==> config.mk <==
export PLATFORM = sky130hd
export DESIGN_NAME = adc_select_sync_noise_cancel
export DESIGN_NICKNAME = d
export VERILOG_FILES = /design/src/common/adc_select_pkg.sv /design/src/adc_select_sync_noise_cancel.sv /design/src/adc_clock_prescaler.sv
export SDC_FILE = /design/constraint.sdc
export NUM_CORES = 1
export LEC_CHECK = 0
export ABC_AREA = 1
export BUFFER_PORTS_ARGS = -buffer_cell sky130_fd_sc_hd__buf_2
export CAP_MARGIN = 20
export CORE_MARGIN = 2
export CORE_UTILIZATION = 48
export CTS_CLUSTER_SIZE = 16
export DETAILED_ROUTE_END_ITERATION = 7
export MAX_ROUTING_LAYER = met4
export PLACE_DENSITY = 0.76
export SETUP_SLACK_MARGIN = 0.15
export SLEW_MARGIN = 20
export SYNTH_ARGS = -nofsm -noshare
export SYNTH_HDL_FRONTEND = slang
export SYNTH_SLANG_ARGS = --single-unit
==> constraint.sdc <==
create_clock -name clk_in -period 1.85 [get_ports clk_in]
set_input_delay 0.2775 -clock clk_in [delete_from_list [all_inputs] [get_ports clk_in]]
set_output_delay 0.2775 -clock clk_in [all_outputs]
set_load 0.1 [all_outputs]
==> src/common/adc_select_pkg.sv <==
// Package: register map, field layout, timing counts and state codes of the converter control
`default_nettype none
package adc_select_pkg;
    // Register byte offsets
    localparam logic [7:0] SELECT_OFFSET = 8'h00;
    localparam logic [7:0] CONTROL_OFFSET = 8'h04;
    localparam logic [7:0] RESULT_OFFSET = 8'h08;
    localparam logic [7:0] STATUS_OFFSET = 8'h0c;
    // Select register fields
    localparam int REF_MSB = 7;
    localparam int REF_LSB = 6;
    localparam int LEFT_ADJUST_BIT = 5;
    localparam int CHANNEL_MSB = 4;
    // Control register fields
    localparam int ENABLE_BIT = 7;
    localparam int START_BIT = 6;
    localparam int FREE_RUN_BIT = 5;
    localparam int DONE_BIT = 4;
    localparam int IRQ_ENABLE_BIT = 3;
    localparam int PRESCALE_MSB = 2;
    // Status register fields
    localparam int STATUS_REF_LSB = 6;
    localparam int STATUS_LOCKED_BIT = 8;
    localparam int STATUS_FIRST_BIT = 9;
    localparam int STATUS_JTAG_BIT = 10;
    // Reset values
    localparam logic [7:0] SELECT_RESET = 8'h00;
    localparam logic [7:0] CONTROL_RESET = 8'h00;
    // Conversion lengths in converter clock periods, then the full-scale result code
    localparam logic [4:0] NORMAL_CYCLES = 5'h0d;
    localparam logic [4:0] FIRST_CYCLES = 5'h19;
    localparam logic [9:0] FULL_SCALE = 10'h3ff;
    // Reference select encoding
    localparam logic [1:0] REF_EXTERNAL = 2'h0;
    localparam logic [1:0] REF_SUPPLY = 2'h1;
    localparam logic [1:0] REF_INTERNAL = 2'h3;
    // Sleep mode codes seen on the sleep mode input
    localparam logic [2:0] SLEEP_IDLE = 3'h0;
    localparam logic [2:0] SLEEP_NOISE_REDUCTION = 3'h1;
    // Single-ended channel codes: 0..7 plus the two fixed inputs
    localparam logic [4:0] LAST_PIN_CHANNEL = 5'h07;
    localparam logic [4:0] FIRST_FIXED_CHANNEL = 5'h1e;
    localparam logic [4:0] FIRST_JTAG_CHANNEL = 5'h04;
    typedef enum logic [1:0] {
        CONV_IDLE = 2'b01,
        CONV_BUSY = 2'b10
    } conv_state_type;
endpackage
`default_nettype wire

==> src/adc_select_sync_noise_cancel.sv <==
// Converter control: selection buffering, start alignment, noise canceler and APB registers
// Summary of operation
// [RULE1] Selections held in CPU-accessible temporary register
// [RULE2] Idle converter copies temporary selection continuously
// [RULE3] Conversion start freezes the active selection
// [RULE4] Copying resumes in final conversion cycle
// [RULE5] Conversion begins on next converter clock edge
// [RULE6] Software waits one cycle before reselecting
// [RULE7] Software waits 125 us after differential change
// [RULE8] Same wait after reference select change
// [RULE9] JTAG enable removes channels four to seven
// [RULE10] Free-running change shows one result later
// [RULE11] Software selects channel before first free-run
// [RULE12] Over-reference single-ended input gives full scale
// [RULE13] Reference from supply, internal or external
// [RULE14] Software prepares converter before noise sleep
// [RULE15] Halted CPU in quiet sleep starts conversion
// [RULE16] Woken CPU still gets completion request
// [RULE17] Other sleep modes leave converter enabled
// [RULE18] Software cycles enable after deep sleep
// [RULE19] Software discards first result after reference switch
// [RULE20] Digital outputs stay quiet during conversion
// [RULE21] Conversion lasts 13 cycles, first 25
// [RULE22] Completion stores result, sets done, clears start
// [RULE23] Reference code 00 external, 01 supply, 11 internal
// [RULE24] Unlocked selection loads on each converter edge (the code loads it on every system clock edge while unlocked)
//
// Added by the designer: the register offsets and the APB interface to the registers.
`default_nettype none
module adc_select_sync_noise_cancel (
    input wire logic clk_in,
    input wire logic rst_n_in,
    input wire logic psel_in,
    input wire logic penable_in,
    input wire logic pwrite_in,
    input wire logic [7:0] paddr_in,
    input wire logic [31:0] pwdata_in,
    output logic [31:0] prdata_out,
    output logic pready_out,
    output logic pslverr_out,
    input wire logic [2:0] sleep_mode_in,
    input wire logic cpu_halted_in,
    input wire logic jtag_enable_in,
    input wire logic [9:0] analog_result_in,
    input wire logic above_reference_in,
    output logic [4:0] active_channel_out,
    output logic [1:0] active_reference_out,
    output logic ref_external_out,
    output logic ref_supply_out,
    output logic ref_internal_out,
    output logic mux_connect_out,
    output logic converter_busy_out,
    output logic conv_complete_irq_out
);
    logic [4:0] channel_select_bits;
    logic [1:0] reference_select_bits;
    logic left_adjust;
    logic converter_enable_bit;
    logic conversion_start_bit;
    logic free_running_select_bit;
    logic conversion_done_flag;
    logic complete_irq_enable;
    logic [2:0] prescale_select;
    logic [9:0] result;
    logic [4:0] active_channel;
    logic [1:0] active_reference;
    adc_select_pkg::conv_state_type state;
    logic [4:0] cycle_count;
    logic [4:0] conv_len;
    logic first_pending;
    logic adc_tick;
    logic halted_prev;
    logic [11:0] sync_stage1;
    logic [11:0] sync_stage2;
    logic jtag_sync;
    logic above_sync;
    logic [9:0] analog_sync;
    logic [31:0] next_prdata;
    logic write_sel;
    logic write_ctrl;
    logic busy;
    logic unlocked;
    logic start_now;
    logic complete;
    logic restart;
    logic quiet_sleep;
    logic auto_start;

    function automatic logic is_single_ended(input logic [4:0] ch);
        is_single_ended = (ch <= adc_select_pkg::LAST_PIN_CHANNEL) ||
                          (ch >= adc_select_pkg::FIRST_FIXED_CHANNEL);
    endfunction

    function automatic logic is_jtag_channel(input logic [4:0] ch);
        is_jtag_channel = (ch >= adc_select_pkg::FIRST_JTAG_CHANNEL) &&
                          (ch <= adc_select_pkg::LAST_PIN_CHANNEL);
    endfunction

    adc_clock_prescaler prescaler (
        .clk_in(clk_in),
        .rst_n_in(rst_n_in),
        .run_in(converter_enable_bit),
        .divide_select_in(prescale_select),
        .tick_out(adc_tick)
    );

    // Two-stage synchronisers for inputs from outside the clock domain
    always_ff @(posedge clk_in) begin
        if (!rst_n_in) begin
            sync_stage1 <= 12'h000;
            sync_stage2 <= 12'h000;
        end else begin
            sync_stage1 <= {jtag_enable_in, above_reference_in, analog_result_in};
            sync_stage2 <= sync_stage1;
        end
    end
    assign jtag_sync = sync_stage2[11];
    assign above_sync = sync_stage2[10];
    assign analog_sync = sync_stage2[9:0];

    assign busy = (state == adc_select_pkg::CONV_BUSY);
    assign write_sel = psel_in && penable_in && pwrite_in &&
                       (paddr_in == adc_select_pkg::SELECT_OFFSET);
    assign write_ctrl = psel_in && penable_in && pwrite_in &&
                        (paddr_in == adc_select_pkg::CONTROL_OFFSET);
    assign unlocked = !busy || (cycle_count == conv_len); // RULE3 RULE4
    assign start_now = adc_tick && !busy && conversion_start_bit &&
                       converter_enable_bit; // RULE5
    assign complete = adc_tick && busy && (cycle_count == conv_len);
    assign restart = complete && free_running_select_bit;
    assign quiet_sleep = (sleep_mode_in == adc_select_pkg::SLEEP_IDLE) ||
                         (sleep_mode_in == adc_select_pkg::SLEEP_NOISE_REDUCTION);
    assign auto_start = cpu_halted_in && !halted_prev && quiet_sleep &&
                        converter_enable_bit && !busy && !conversion_start_bit &&
                        !free_running_select_bit && complete_irq_enable; // RULE15

    // Temporary selection register, written by software at any time
    always_ff @(posedge clk_in) begin
        if (!rst_n_in) begin
            reference_select_bits <= adc_select_pkg::SELECT_RESET[7:6];
            left_adjust <= adc_select_pkg::SELECT_RESET[5];
            channel_select_bits <= adc_select_pkg::SELECT_RESET[4:0];
        end else if (write_sel) begin // RULE1
            reference_select_bits <= pwdata_in[adc_select_pkg::REF_MSB:adc_select_pkg::REF_LSB];
            left_adjust <= pwdata_in[adc_select_pkg::LEFT_ADJUST_BIT];
            channel_select_bits <= pwdata_in[adc_select_pkg::CHANNEL_MSB:0];
        end
    end

    // Active selection follows the temporary one whenever unlocked
    always_ff @(posedge clk_in) begin
        if (!rst_n_in) begin
            active_channel <= adc_select_pkg::SELECT_RESET[4:0];
            active_reference <= adc_select_pkg::SELECT_RESET[7:6];
        end else if (unlocked) begin // RULE2 RULE24
            active_channel <= channel_select_bits;
            active_reference <= reference_select_bits;
        end
    end

    // Control bits; sleep never touches the enable bit
    always_ff @(posedge clk_in) begin
        if (!rst_n_in) begin
            converter_enable_bit <= adc_select_pkg::CONTROL_RESET[7];
            free_running_select_bit <= adc_select_pkg::CONTROL_RESET[5];
            complete_irq_enable <= adc_select_pkg::CONTROL_RESET[3];
            prescale_select <= adc_select_pkg::CONTROL_RESET[2:0];
        end else if (write_ctrl) begin // RULE17
            converter_enable_bit <= pwdata_in[adc_select_pkg::ENABLE_BIT];
            free_running_select_bit <= pwdata_in[adc_select_pkg::FREE_RUN_BIT];
            complete_irq_enable <= pwdata_in[adc_select_pkg::IRQ_ENABLE_BIT];
            prescale_select <= pwdata_in[adc_select_pkg::PRESCALE_MSB:0];
        end
    end

    // Start bit: set by software or the noise canceler, set wins over clear
    always_ff @(posedge clk_in) begin
        if (!rst_n_in) begin
            conversion_start_bit <= adc_select_pkg::CONTROL_RESET[6];
        end else if ((write_ctrl && pwdata_in[adc_select_pkg::START_BIT] &&
                      pwdata_in[adc_select_pkg::ENABLE_BIT]) || auto_start) begin
            conversion_start_bit <= 1'b1; // RULE15
        end else if (!converter_enable_bit || (complete && !free_running_select_bit)) begin
            conversion_start_bit <= 1'b0; // RULE22
        end
    end

    // Done flag: write one to clear, completion wins over a clear
    always_ff @(posedge clk_in) begin
        if (!rst_n_in) begin
            conversion_done_flag <= adc_select_pkg::CONTROL_RESET[4];
        end else if (complete) begin
            conversion_done_flag <= 1'b1; // RULE16 RULE22
        end else if (write_ctrl && pwdata_in[adc_select_pkg::DONE_BIT]) begin
            conversion_done_flag <= 1'b0;
        end
    end

    always_ff @(posedge clk_in) begin
        if (!rst_n_in) begin
            halted_prev <= 1'b0;
        end else begin
            halted_prev <= cpu_halted_in;
        end
    end

    // Conversion sequencer, counted in converter clock periods
    always_ff @(posedge clk_in) begin
        if (!rst_n_in) begin
            state <= adc_select_pkg::CONV_IDLE;
            cycle_count <= 5'h00;
            conv_len <= adc_select_pkg::NORMAL_CYCLES;
            first_pending <= 1'b1;
        end else begin
            case (state)
                adc_select_pkg::CONV_IDLE: begin
                    if (!converter_enable_bit) begin
                        first_pending <= 1'b1;
                    end else if (start_now) begin // RULE5
                        state <= adc_select_pkg::CONV_BUSY;
                        cycle_count <= 5'h01;
                        conv_len <= first_pending ? adc_select_pkg::FIRST_CYCLES :
                                    adc_select_pkg::NORMAL_CYCLES; // RULE21
                        first_pending <= 1'b0;
                    end
                end
                adc_select_pkg::CONV_BUSY: begin
                    if (!converter_enable_bit) begin
                        state <= adc_select_pkg::CONV_IDLE;
                        first_pending <= 1'b1;
                    end else if (restart) begin // RULE10
                        cycle_count <= 5'h01;
                        conv_len <= adc_select_pkg::NORMAL_CYCLES;
                    end else if (complete) begin
                        state <= adc_select_pkg::CONV_IDLE;
                    end else if (adc_tick) begin
                        cycle_count <= cycle_count + 5'h01;
                    end
                end
                default: begin
                    state <= adc_select_pkg::CONV_IDLE;
                end
            endcase
        end
    end

    // Result capture at completion
    always_ff @(posedge clk_in) begin
        if (!rst_n_in) begin
            result <= 10'h000;
        end else if (complete) begin // RULE22
            if (is_single_ended(active_channel) && above_sync) begin
                result <= adc_select_pkg::FULL_SCALE; // RULE12
            end else begin
                result <= analog_sync;
            end
        end
    end

    // APB read data, captured in the setup cycle; left adjust applies at read time
    always_comb begin
        next_prdata = 32'h0000_0000;
        case (paddr_in)
            adc_select_pkg::SELECT_OFFSET: begin
                next_prdata[7:0] = {reference_select_bits, left_adjust, channel_select_bits};
            end
            adc_select_pkg::CONTROL_OFFSET: begin
                next_prdata[7:0] = {converter_enable_bit, conversion_start_bit,
                                    free_running_select_bit, conversion_done_flag,
                                    complete_irq_enable, prescale_select};
            end
            adc_select_pkg::RESULT_OFFSET: begin
                next_prdata[15:0] = left_adjust ? {result, 6'h00} : {6'h00, result};
            end
            adc_select_pkg::STATUS_OFFSET: begin
                next_prdata[adc_select_pkg::CHANNEL_MSB:0] = active_channel;
                next_prdata[adc_select_pkg::STATUS_REF_LSB +: 2] = active_reference;
                next_prdata[adc_select_pkg::STATUS_LOCKED_BIT] = !unlocked;
                next_prdata[adc_select_pkg::STATUS_FIRST_BIT] = first_pending;
                next_prdata[adc_select_pkg::STATUS_JTAG_BIT] = jtag_sync;
            end
            default: begin
                next_prdata = 32'h0000_0000;
            end
        endcase
    end

    always_ff @(posedge clk_in) begin
        if (!rst_n_in) begin
            prdata_out <= 32'h0000_0000;
        end else if (psel_in && !penable_in) begin
            prdata_out <= next_prdata;
        end
    end

    assign pready_out = 1'b1;
    assign pslverr_out = psel_in && penable_in &&
                         (paddr_in != adc_select_pkg::SELECT_OFFSET) &&
                         (paddr_in != adc_select_pkg::CONTROL_OFFSET) &&
                         (paddr_in != adc_select_pkg::RESULT_OFFSET) &&
                         (paddr_in != adc_select_pkg::STATUS_OFFSET);

    // Reference switches decoded from the active selection; code 10 selects nothing
    assign ref_external_out = (active_reference == adc_select_pkg::REF_EXTERNAL); // RULE13 RULE23
    assign ref_supply_out = (active_reference == adc_select_pkg::REF_SUPPLY); // RULE23
    assign ref_internal_out = (active_reference == adc_select_pkg::REF_INTERNAL); // RULE23
    assign mux_connect_out = converter_enable_bit &&
                             !(jtag_sync && is_jtag_channel(active_channel)); // RULE9
    assign active_channel_out = active_channel;
    assign active_reference_out = active_reference;
    assign converter_busy_out = busy;
    assign conv_complete_irq_out = conversion_done_flag && complete_irq_enable; // RULE16

    // Checks
    logic [5:0] ticks_seen;
    logic expect_first;
    always_ff @(posedge clk_in) begin
        if (!rst_n_in) begin
            ticks_seen <= 6'h00;
            expect_first <= 1'b0;
        end else if (start_now || restart) begin
            ticks_seen <= 6'h01;
            expect_first <= start_now && first_pending;
        end else if (adc_tick && busy) begin
            ticks_seen <= ticks_seen + 6'h01;
        end
    end
endmodule
`default_nettype wire

==> src/adc_clock_prescaler.sv <==
// Converter clock prescaler: one-cycle tick per converter clock rising edge
`default_nettype none
module adc_clock_prescaler (
    input wire logic clk_in,
    input wire logic rst_n_in,
    input wire logic run_in,
    input wire logic [2:0] divide_select_in,
    output logic tick_out
);
    logic [6:0] count;
    logic [6:0] limit;

    // Division is 2 to the power of the select, with select 0 also dividing by 2
    always_comb begin
        limit = 7'h01;
        if (divide_select_in > 3'h1) begin
            limit = 7'((8'h01 << divide_select_in) - 8'h01);
        end
    end

    // Held in reset while the converter is off
    always_ff @(posedge clk_in) begin
        if (!rst_n_in || !run_in) begin
            count <= 7'h00;
        end else if (count >= limit) begin
            count <= 7'h00;
        end else begin
            count <= count + 7'h01;
        end
    end

    assign tick_out = run_in && (count >= limit);
endmodule
`default_nettype wire

Word level (Yosys, flattened, before mapping)
Index checks and enable logic that the tools add are counted.
{"block": "word_totals", "out_inout_bits": 47, "register_bits": 94, "in_bits": 61, "word_cells": 146}
{"block": "op_classes", "reduce_logical": 59, "add_sub_neg": 3, "shift": 1, "eq_ne": 22, "magnitude_cmp": 5, "muxes": 35}
{"op": "2-to-1 mux 5 bit", "n": 12}
{"op": "logical AND 1 bit", "n": 32}
{"op": "case mux 5 bit (2 select lines)", "n": 2}
{"op": "case mux 5 bit (4 select lines)", "n": 1}
{"op": "== test 8 x 4 -> 1 bit, second input constant", "n": 2}
{"op": "2-to-1 mux 16 bit", "n": 1}
{"op": "!= test 8 x 4 -> 1 bit, second input constant", "n": 2}
{"op": "2-to-1 mux 10 bit", "n": 1}
{"op": "2-to-1 mux 2 bit", "n": 5}
{"op": "logical NOT 1 bit", "n": 9}
{"op": "!= test 3 x 2 -> 1 bit, second input constant", "n": 3}
{"op": "== test 8 x 3 -> 1 bit, second input constant", "n": 1}
{"op": "logical NOT 8 bit", "n": 1}
{"op": "!= test 2 bit, second input constant", "n": 4}
{"op": "!= test 8 x 3 -> 1 bit, second input constant", "n": 1}
{"op": "case mux 2 bit (4 select lines)", "n": 1}
{"op": "nonzero test 8 bit", "n": 1}
{"op": "adder 7 x 1 -> 7 bit, second input constant", "n": 1}
{"op": ">= comparator 7 bit", "n": 1}
{"op": "2-to-1 mux 1 bit", "n": 7}
{"op": "2-to-1 mux 7 bit", "n": 1}
{"op": "left shift 1 x 3 -> 7 bit, first input constant", "n": 1}
{"op": "subtractor 7 x 1 -> 7 bit, second input constant", "n": 1}
{"op": "logical OR 1 bit", "n": 6}
{"op": "23 further kinds", "n": 28}

Logic depth before layout (Yosys ltp)
Gate-level depths: netlist of the first run.
{"block": "depth", "ltp_word": 11, "depth_mapped": 19, "depth_no_buf": 19}

Modules after synthesis
From an unflattened synthesis of the first run, not the netlist that was laid out.
{"block": "hier_totals", "cells_unflattened": 605, "area_unflattened_um2": 4369.2}
{"module": "adc_select_sync_noise_cancel", "area_each_um2": 3789.9, "seq_area_each_um2": 1681.6, "n_inst": 1, "cells_each": 521}
{"module": "adc_clock_prescaler", "area_each_um2": 579.3, "seq_area_each_um2": 140.1, "n_inst": 1, "cells_each": 84}

Least setup slack after synthesis of the first run
No wires, ideal clock.
{"block": "synth_timing", "path_type": "input to output", "startpoint": "in paddr_in[7]", "endpoint": "out pslverr_out", "setup_slack_ns": -1.364, "t_required_ns": 1.572, "t_arrival_ns": 2.936, "path_buffers": 0, "path_stages": 6, "path_cell_list": "nor2_1 > nand2_1 > inv_1 > nand2_1 > clkinv_1 > nor3_1"}
{"block": "synth_between", "elab_chain_len": 5, "word_cells_on_any_way": 8, "classes_between": "eq/ne: 3; reduce/logical: 5"}
{"item": "from (decl)", "line": "adc_select_sync_noise_cancel.sv:36", "rtl": "input wire logic [7:0] paddr_in,"}
{"item": "nonzero test 8 bit", "line": "adc_select_sync_noise_cancel.sv:298", "rtl": "(paddr_in != adc_select_pkg::SELECT_OFFSET) &&"}
{"item": "logical AND 1 bit", "line": "adc_select_sync_noise_cancel.sv:297", "rtl": "assign pslverr_out = psel_in && penable_in &&"}
{"item": "logical AND 1 bit", "line": "adc_select_sync_noise_cancel.sv:298"}
{"item": "logical AND 1 bit", "line": "adc_select_sync_noise_cancel.sv:299", "rtl": "(paddr_in != adc_select_pkg::CONTROL_OFFSET) &&"}
{"item": "logical AND 1 bit *", "line": "adc_select_sync_noise_cancel.sv:300", "rtl": "(paddr_in != adc_select_pkg::RESULT_OFFSET) &&"}
{"item": "to (decl)", "line": "adc_select_sync_noise_cancel.sv:40", "rtl": "output logic pslverr_out,"}
Every way passes the cells marked *; elsewhere a longest branch is shown, timed or not.

Worst setup path in the final report of the first run
{"block": "layout_timing", "startpoint": "reg prescale_select[2]", "endpoint": "reg result[9]"}
{"block": "layout_between", "elab_chain_len": 7, "word_cells_on_any_way": 8, "classes_between": "add/sub: 1; order compare: 2; shift: 1; mux: 1; reduce/logical: 3"}
{"item": "from (decl)", "line": "adc_select_sync_noise_cancel.sv:63", "rtl": "logic [2:0] prescale_select;"}
{"item": "from (signal assigned)", "line": "adc_select_sync_noise_cancel.sv:167", "rtl": "prescale_select <= adc_select_pkg::CONTROL_RESET[2:0];"}
{"item": "from (signal assigned)", "line": "adc_select_sync_noise_cancel.sv:172", "rtl": "prescale_select <= pwdata_in[adc_select_pkg::PRESCALE_MSB:0];"}
{"item": "left shift 1 x 3 -> 7 bit", "line": "adc_clock_prescaler.sv:17", "rtl": "limit = 7'((8'h01 << divide_select_in) - 8'h01);"}
{"item": "subtractor 7 x 1 -> 7 bit", "line": "adc_clock_prescaler.sv:17"}
{"item": "2-to-1 mux 7 bit *", "line": "adc_clock_prescaler.sv:16", "rtl": "if (divide_select_in > 3'h1) begin"}
{"item": ">= comparator 7 bit *", "line": "adc_clock_prescaler.sv:32", "rtl": "assign tick_out = run_in && (count >= limit);"}
{"item": "logical AND 1 bit *", "line": "adc_clock_prescaler.sv:32"}
{"item": "logical AND 1 bit *"}
{"item": "logical AND 1 bit *", "line": "adc_select_sync_noise_cancel.sv:129", "rtl": "assign complete = adc_tick && busy && (cycle_count == conv_len);"}
{"item": "to (signal assigned)", "line": "adc_select_sync_noise_cancel.sv:253", "rtl": "result <= adc_select_pkg::FULL_SCALE;"}
{"item": "to (signal assigned)", "line": "adc_select_sync_noise_cancel.sv:255", "rtl": "result <= analog_sync;"}
{"item": "to (decl)", "line": "adc_select_sync_noise_cancel.sv:64", "rtl": "logic [9:0] result;"}
Marked as above.
A chain may end at the register's enable or synchronous reset.

==> results of run 1 <==
## layer usage
layer  track usage [%]  routed length (um)  part of all wire, %  vias up
met5                 -                   0                    0        -
met4              7.37                 265                  2.5        0
met3              5.15                 611                  5.8       26
met2              37.7                5200                   49      140
met1              26.3                4480                   42     1846
li1                  -                   -                    -     2008
## synth_stat cells
| library cell | instances | area (um2) |
|---|---|---|
| nand2_1 | 127 | 477 |
| dfxtp_1 | 91 | 1820 |
| inv_1 | 76 | 285 |
| nor2_1 | 55 | 206 |
| o21ai_0 | 47 | 235 |
| a21oi_1 | 35 | 175 |
| nand3_1 | 34 | 170 |
| buf_4 | 18 | 135 |
| nor3_1 | 16 | 80.1 |
| ha_1 | 13 | 163 |
| clkbuf_1 | 11 | 41.3 |
| nand2_2 | 6 | 37.5 |
| nand4_1 | 5 | 31.3 |
| xor2_1 | 4 | 35.0 |
| buf_2 | 3 | 15.0 |
| clkinv_1 | 3 | 11.3 |
| nand3b_1 | 3 | 22.5 |
| nor2_2 | 3 | 18.8 |
| nor3_4 | 3 | 48.8 |
| nor3b_1 | 3 | 22.5 |
| a211oi_2 | 2 | 25.0 |
| a31oi_1 | 2 | 12.5 |
| buf_6 | 2 | 22.5 |
| conb_1 | 2 | 7.51 |
| inv_2 | 2 | 7.51 |
| nand3_2 | 2 | 20.0 |
| o211ai_1 | 2 | 15.0 |
| o21ai_1 | 2 | 10.0 |
| a211oi_1 | 1 | 7.51 |
| a21boi_2 | 1 | 11.3 |
| a41oi_1 | 1 | 8.76 |
| and2_1 | 1 | 6.26 |
| buf_1 | 1 | 3.75 |
| nand3_4 | 1 | 17.5 |
| nor4_1 | 1 | 6.26 |
| xnor2_1 | 1 | 8.76 |
## per-stage QoR
stage	std cells	setup slack, ps	power, mW	area (um2)
final	789	-277	4.72	5550
after global routing	789	-386	4.96	5550
after CTS	783	-170	4.68	5350
after detailed placement	756	-258	3.25	4850
after global placement	756	-175	3.21	4850
after floorplan	596	-119	3.07	4420
## worst min path at each step
stage | startpoint | slack [ps] | to | cells after the start
after global placement | sync_stage1[0] | 400 | sync_stage2[0] | 2
final | analog_result_in[7] | 70 | sync_stage1[7] | 3
after global routing | analog_result_in[7] | 60 | sync_stage1[7] | 3
after floorplan | cpu_halted_in | 370 | halted_prev | 2
after detailed placement | sync_stage1[0] | 400 | sync_stage2[0] | 2
after CTS | analog_result_in[7] | 60 | sync_stage1[7] | 3
## logic make-up (layout without fill, tap and decap cells)
kind of cell               Yosys count  after routing  share of synthesized area, %
AOI/OAI and AO/OA                   93             93                          11.9
xor gates and xnor gates             5              5                          1.04
adders and majority gates           13             13                          3.85
buffers and inverters              116            200                          12.4
DFF                                 91             91                          43.1
other                                2             18                         0.178
and+or+nand+nor                    260            261                          27.6
## state kept, by name, indices dropped and copies added (netlist names), 2 cells and up
| signal | count |
|---|---|
| prdata_out | 16 |
| sync_stage1 | 12 |
| sync_stage2 | 12 |
| result | 10 |
| prescaler.count | 7 |
| active_channel_out | 5 |
| channel_select_bits | 5 |
| cycle_count | 5 |
| prescale_select | 3 |
| active_reference_out | 2 |
| conv_len | 2 |
| reference_select_bits | 2 |
| state | 2 |
## cell type report
cell class / count / area [um2] / area share, %
flip-flops and latches: 91 / 1840 / 33.2
clock buffers: 9 / 124 / 2.23
inverters: 81 / 309 / 5.57
repair buffers: 103 / 688 / 12.4
clock inverters: 7 / 76.3 / 1.38
multi-input cells: 390 / 2370 / 42.7
well taps: 108 / 135 / 2.44
## what timing repair did
item	in CTS	in global routing
setup buffers	10	6
gates cloned	1	0
endpoints found under the setup margin	32	38
pin swaps	15	12
gates resized for setup	49	35
## tightest hold or removal path: cells and delay by family
kind | cells | cell delay, ps
and+or+nand+nor | 1 | 40
buffers and inverters | 2 | 110
## power breakdown
part | switching (mW) | internal, mW
registers | 0.106 | 2.07
logic | 0.805 | 0.364
clock network | 0.831 | 0.541
total | 1.74 | 2.98
==> flow_metrics.tcl, run 1 <==
set metrics [dict create \
    cp_slowest_stage_delay_ps 400 \
    cp_slowest_cell "dfxtp_4" \
    final_layout_size_suffix_gt1_share_pct 31.3 \
    die_h_um 97.8 \
    cp-end-kind "flip-flop" \
    dieArea_um2 9560 \
    maxCapViolCount 0 \
    fp.dieW_um 97.8 \
    postLayoutCoreUtil_pct 64.2 \
    first_global_vias 3796 \
    gp_congestion 0.971 \
    syn-instance-count 580 \
    worstSetupPathDepth 13 \
    reg2reg_setup_slack_ps -280 \
    ios 108 \
    grt_pass1_wl_um 17000 \
    relSlewSlack_pct 40.6 \
    wl_per_cell_um 13.4 \
    antenna_found_initial 0 \
    hold_ws_ps 74.1 \
    htree_num_levels 3 \
    core_area_um2 8640 \
    reg2reg_from "prescale_select[2]" \
    vias 4020 \
    hold_violations 0 \
    clk_path_buf_depth 2 \
    period_minus_slack_ps 2130 \
    finalClockSkew_ps 14.4 \
    grt_max_degree 46 \
    synth_seq_area_share_pct 43.1 \
    crit_family "buffers and inverters" \
    cts_hold_buffers 0 \
    path_buf_inv 5 \
    antenna_left 0 \
    cp_data_required_time_ps 2130 \
    tns_ps -4760 \
    drt_wl_total_um 10600 \
    cp_cell_sequence "buf_4 > nand2_1 > ha_1 > nand2_2 > inv_1 > a21oi_4 > nand2_8 > buf_4 > buf_12 > nand2_8 > inv_4 > o21ai_1 > nor2_1" \
    clk_latency_ps 380 \
    status "finished with violations" \
    start_kind "flip-flop" \
    clock-root-buffer "clkbuf_8" \
    syn_avg_cell_area_um2 7.28 \
    worstPathArrival_ps 2410 \
    antennaDiodeCount 0 \
    yosysUniqueCellTypes 36 \
    syn_area_um2 4220 \
    dr.first_iter.drc_count 168 \
    final_nets 750 \
    setup_viol 25 \
    grt_overflow_total 0 \
    synth-seq-cells 91 \
    cellPowerDensity_nw_per_um2 851 \
    crit_fanout 7 \
    num-fill-cells 744 \
    io_buffer_count 65 \
    rows 34 \
    crit_type "flip-flop to flip-flop" \
    timing.final.max_slew_violations 0 \
    timing.critical_path.from "prescale_select[2]" \
    endpoint "result[9]" \
    rsz0062_at_grt "yes" \
    hp-class "input port to flip-flop" \
    start_util_pct 48.9 \
    cts_tree "yes" \
    violations "setup timing" \
    timing.fmax_ghz 0.470 \
    max-vdd-ir-drop_mv 0.601 \
    cts.sinks 91 \
    reg2reg_depth 13 \
    r2r-end "result[9]" \
    final_common_cell "nand2_1" \
    synthToLayoutAreaGrowth_pct 31.3 \
    cts_buffers 9 \
    post-route-period-util_pct 115 \
    p_leak_nw 2.59 \
    worst_slack_ps -277 \
    track_usage_pct 22.3 \
    clkSlewWorstSetupHoldPaths_ps 100 \
    drt_first_pass_iters 4 \
    worstMarginPinSlew_ps 890 \
    dp.final_hpwl_um 7090 \
    viasPerCell 5.10 \
    yosys_warnings 0 \
    route.detailed.drc 0 \
    layout_common_cells "nand2_1, dfxtp_1, inv_1, buf_2, nor2_1" \
]
Note: power is estimated with default switching activity, not from simulation.
==> inputs of run 2 (changes only) <==
Settings changed: SETUP_SLACK_MARGIN 0.15 to unset.
==> flow_metrics.tcl, run 2 (synthesis gave the netlist of run 1 again) <==
set metrics [dict create \
    path_buf_inv 5 \
    cp-end-kind "flip-flop" \
    relSlewSlack_pct 55.2 \
    start_kind "flip-flop" \
    seqCellArea_um2 1840 \
    cts.sinks 91 \
    antenna_left 0 \
    largest_register "prdata_out" \
    worstMarginPinSlew_ps 668 \
    period_minus_slack_ps 2000 \
    layout_common_cells "nand2_1, dfxtp_1, inv_1, buf_2, nor2_1" \
    clk_latency_ps 370 \
    rows 34 \
    crit_family "simple AND/OR/NAND/NOR gates" \
    die_h_um 97.8 \
    dieArea_um2 9560 \
    cp_data_required_time_ps 2120 \
    drt_first_pass_iters 4 \
    cp_cell_sequence "inv_2 > nand3_2 > ha_4 > inv_2 > ha_4 > nand2_2 > inv_2 > nand2_1 > nand2_1 > nand2_2 > nand2_4 > buf_4 > nand2_8 > buf_4 > nor3_1 > nor2_1" \
    cellPowerDensity_nw_per_um2 883 \
    cp_slowest_stage_delay_ps 390 \
    design_power_total_mw 4.60 \
    hold_violations 0 \
    ios 108 \
    rsz0062_at_grt "yes" \
    multi_input_area_um2 2190 \
    crit_top_cell "inv_2" \
    clock-root-buffer "clkbuf_8" \
    io_buffer_count 65 \
    wl_per_cell_um 12.5 \
    worstPathArrival_ps 2270 \
    grt_max_degree 37 \
    synthToLayoutAreaGrowth_pct 23.5 \
    clk_path_buf_depth 2 \
    cts_hold_buffers 0 \
    viasPerCell 4.90 \
    post-route-period-util_pct 108 \
    reg2reg_from "prescale_select[2]" \
    largest_reg_flops 16 \
    status "finished with violations" \
    final_layout_size_suffix_gt1_share_pct 26.9 \
    grt_overflow_total 0 \
    antennaDiodeCount 0 \
    antenna_found_initial 0 \
    htree_num_levels 3 \
    core_area_um2 8640 \
    final_common_cell "nand2_1" \
    hold_ws_ps 79.9 \
    cts_buffers 9 \
    top_regs "prdata_out x16, sync_stage1 x12, sync_stage2 x12" \
    crit_type "flip-flop to flip-flop" \
    timing.fmax_ghz 0.500 \
    grt_pass1_wl_um 16100 \
    tns_ps -2290 \
    clkSlewWorstSetupHoldPaths_ps 100 \
    hp-class "input port to flip-flop" \
    dr.first_iter.drc_count 135 \
    start_util_pct 48.9 \
    track_usage_pct 21.0 \
    p_leak_nw 2.48 \
    finalClockSkew_ps 11.5 \
    first_global_vias 3614 \
    vias 3811 \
    timing.critical_path.from "prescale_select[2]" \
    cts_tree "yes" \
    route.detailed.drc 0 \
    maxCapViolCount 0 \
    cp_slowest_cell "dfxtp_4" \
    crit_fanout 7 \
    hp-start "analog_result_in[6]" \
    num-fill-cells 786 \
    worst_slack_ps -150 \
    violations "setup timing" \
    dp.final_hpwl_um 6950 \
    setup_viol 19 \
    max-vdd-ir-drop_mv 0.376 \
    drt_wl_total_um 9720 \
    timing.final.max_slew_violations 0 \
    fp.dieW_um 97.8 \
    gp_congestion 0.893 \
    final_nets 738 \
]
run 2: worst paths after layout:
check                                 endpoint  slack, ps  cells past startpoint
worst max-delay path                 result[4]       -150                     16
worst min-delay path            sync_stage1[6]         80                      3
worst max register to register       result[4]       -150                     16
worst min register to register  sync_stage2[6]        420                      2
run 2: worst reg2reg max path: stages, from the launching register on:
cell and delay [ps]:
dfxtp_4 390, inv_2 50, nand3_2 80, ha_4 130, inv_2 40, ha_4 250, nand2_2 40, inv_2 30
nand2_1 40, nand2_1 60, nand2_2 70, nand2_4 110, buf_4 160, nand2_8 70, buf_4 160, nor3_1 140
nor2_1 70
run 2: cell type report:
| cell class | count | area share (%) |
|---|---|---|
| well taps | 108 | 2.59 |
| multi-input cells | 389 | 42.0 |
| flip-flops and latches | 91 | 35.2 |
| repair buffers | 92 | 10.6 |
| clock inverters | 7 | 1.37 |
| clock buffers | 9 | 2.38 |
| inverters | 81 | 5.88 |
run 2: per-layer routing:
| layer | vias up | global-route usage [%] | wire length, um |
|---|---|---|---|
| met5 | - | - | 0 |
| met4 | 0 | 6.84 | 138 |
| met3 | 16 | 4.08 | 476 |
| met2 | 114 | 35.8 | 4900 |
| met1 | 1707 | 24.9 | 4200 |
| li1 | 1974 | - | - |
run 2: power breakdown:
part           total, mW  leakage (nW)  internal, mW  switching [mW]
clock               1.32        0.0926         0.525           0.797
sequential          2.18         0.746          2.07           0.104
combinational       1.10          1.64         0.332           0.772
total               4.60          2.48          2.93            1.67
run 2: stage by stage:
step	setup WS, ps	util, %	cell area, um2	instances
floorplan	-119	-	4350	596
global placement	-148	55.3	4780	757
detailed placement	-186	55.3	4780	757
CTS	-139	58.5	5050	774
global route	-348	60.4	5220	777
finish	-150	60.4	5220	777
run 2: timing repair:
item	in CTS	in global routing
endpoints found under the setup margin	24	29
resized for setup	21	37
pin swaps	4	12
buffers inserted	1	4
==> inputs of run 3 (changes only) <==
Settings changed: CORE_UTILIZATION 48 to 40, PLACE_DENSITY 0.76 to 0.65.
==> flow_metrics.tcl, run 3 (synthesis gave the netlist of run 1 again) <==
set metrics [dict create \
    status "finished with violations" \
    violations "setup timing" \
    postLayoutCoreUtil_pct 50.7 \
    fin_area_um2 5210 \
    synthToLayoutAreaGrowth_pct 23.3 \
    cp_data_required_time_ps 2130 \
    cellPowerDensity_nw_per_um2 862 \
    grt_max_degree 47 \
    clk_path_buf_depth 2 \
    htree_num_levels 3 \
    cp_slowest_cell "dfxtp_4" \
    grt_pass1_wl_um 15800 \
    viasPerCell 4.76 \
    antenna_left 0 \
    wl_per_cell_um 12.0 \
    worst_slack_ps -165 \
    intPower_mw 2.90 \
    rows 37 \
    worstPathArrival_ps 2290 \
    crit_fanout 6 \
    route.detailed.drc 0 \
    clk_latency_ps 370 \
    p_clk_share_pct 27.7 \
    start_util_pct 41.1 \
    dr.first_iter.drc_count 186 \
    final_common_cell "nand2_1" \
    drt_first_pass_iters 4 \
    rsz0062_at_grt "yes" \
    min_path_cells 3 \
    switching_power_mw 1.59 \
    antennaDiodeCount 0 \
    dpl_cell_area_um2 4820 \
    timing.fmax_ghz 0.496 \
    layout_common_cells "nand2_1, dfxtp_1, inv_1, buf_2, nor2_1" \
    dp.cells 786 \
    max-vdd-ir-drop_mv 0.401 \
    cts.sinks 91 \
    fp.dieW_um 107 \
    post-route-period-util_pct 109 \
    maxCapViolCount 0 \
    grt_overflow_total 0 \
    fin_cells 806 \
    dieArea_um2 11400 \
    drt_wl_total_um 9660 \
    gp_congestion 0.856 \
    hp-class "input port to flip-flop" \
    antenna_found_initial 0 \
    cts_buffers 9 \
    first_global_vias 3451 \
    die_h_um 107 \
    ios 108 \
    power_frac_seq_pct 48.4 \
    track_usage_pct 18.1 \
    start_kind "flip-flop" \
    period_minus_slack_ps 2010 \
    largest_register "prdata_out" \
    top_regs "prdata_out x16, sync_stage1 x12, sync_stage2 x12" \
    hold_violations 0 \
    final_nets 739 \
    core_area_um2 10300 \
    cp_cell_sequence "nor2_4 > inv_2 > ha_4 > inv_2 > ha_4 > a21oi_2 > nand2_2 > nand2_4 > nand2_8 > nand3_4 > buf_4 > nand3_4 > nand2_1 > nand2_1 > and2_1" \
    worstMarginPinSlew_ps 589 \
    dp_worst_setup_slack_ps -221 \
    dp.final_hpwl_um 7050 \
    cts_tree "yes" \
    finalClockSkew_ps 6.86 \
    timing.final.max_slew_violations 0 \
    cp-end-kind "flip-flop" \
    p_leak_nw 2.48 \
    cp_slowest_stage_delay_ps 370 \
    num-fill-cells 1005 \
    clock-root-buffer "clkbuf_8" \
    io_buffer_count 65 \
    setup_viol 20 \
    final_layout_size_suffix_gt1_share_pct 26.1 \
    p_comb_share_pct 23.9 \
    relSlewSlack_pct 60.7 \
    vias 3839 \
    cts_hold_buffers 0 \
    crit_type "flip-flop to flip-flop" \
    reg2reg_depth 15 \
    sw_frac_of_total_pct 35.5 \
    largest_reg_flops 16 \
    clkSlewWorstSetupHoldPaths_ps 90 \
]
[run 3: cell types whose count changed in the layout (fill, tap and decap cells not counted), moves of 3 or more]
cell,change
nor3_2,-3
nor3_1,+5
o21ai_2,-3
o21ai_0,+4
[run 3: power groups by stage]
stage	sequential (mW)	combinational, mW	clock (mW)
final	2.17	1.07	1.24
after global routing	2.19	1.19	1.37
after CTS	2.17	1.06	1.29
after detailed placement	2.22	1.02	0
after global placement	2.22	0.991	0
after floorplan	2.32	0.747	0
[run 3: layer usage]
layer / vias to the layer above / global-route usage [%] / wire (um)
li1: 1980 / - / -
met1: 1730 / 22.7 / 4420
met2: 116 / 28.3 / 4530
met3: 13 / 3.77 / 516
met4: 0 / 7.70 / 185
met5: - / - / 0
[run 3: timing repair]
| action | 4_1_cts | 5_1_grt |
|---|---|---|
| pin swaps | 14 | 14 |
| endpoints found under the hold margin | 0 | 0 |
| buffers inserted | 2 | 3 |
| cloned | 0 | 0 |
| setup endpoints to repair | 22 | 24 |
| resized for setup | 23 | 23 |
[run 3: layout make-up]
class                   count  area [um2]  area share, %
flip-flops and latches     91        1840           35.3
repair buffers             93         554           10.6
well taps                 136         170           3.27
inverters                  81         304           5.84
multi-input cells         389        2170           41.6
clock buffers              10         128           2.45
clock inverters             6        48.8          0.937
[run 3: critical path, delay by kind of cell (launching register included)]
kind / cells / cell delay [ps]
fa+ha+maj: 2 / 340
flops: 1 / 370
buf+inv: 3 / 230
compound gates: 1 / 120
simple gates: 9 / 850
[run 3: final timing paths]
kind	endpoint	from	slack (ps)
hold reg to reg	sync_stage2[9]	sync_stage1[9]	420
setup / recovery	state[1]	prescale_select[2]	-160
setup reg to reg	state[1]	prescale_select[2]	-160
hold / removal	sync_stage1[11]	jtag_enable_in	80
[run 3: per-stage QoR]
step	power [mW]	setup TNS [ps]	hold slack, ps
CTS	4.52	-1490	62.4
global route	4.75	-4230	73.0
floorplan	3.07	-136	371
detailed placement	3.24	-3170	402
finish	4.49	-1420	82.9
global placement	3.21	-2280	398
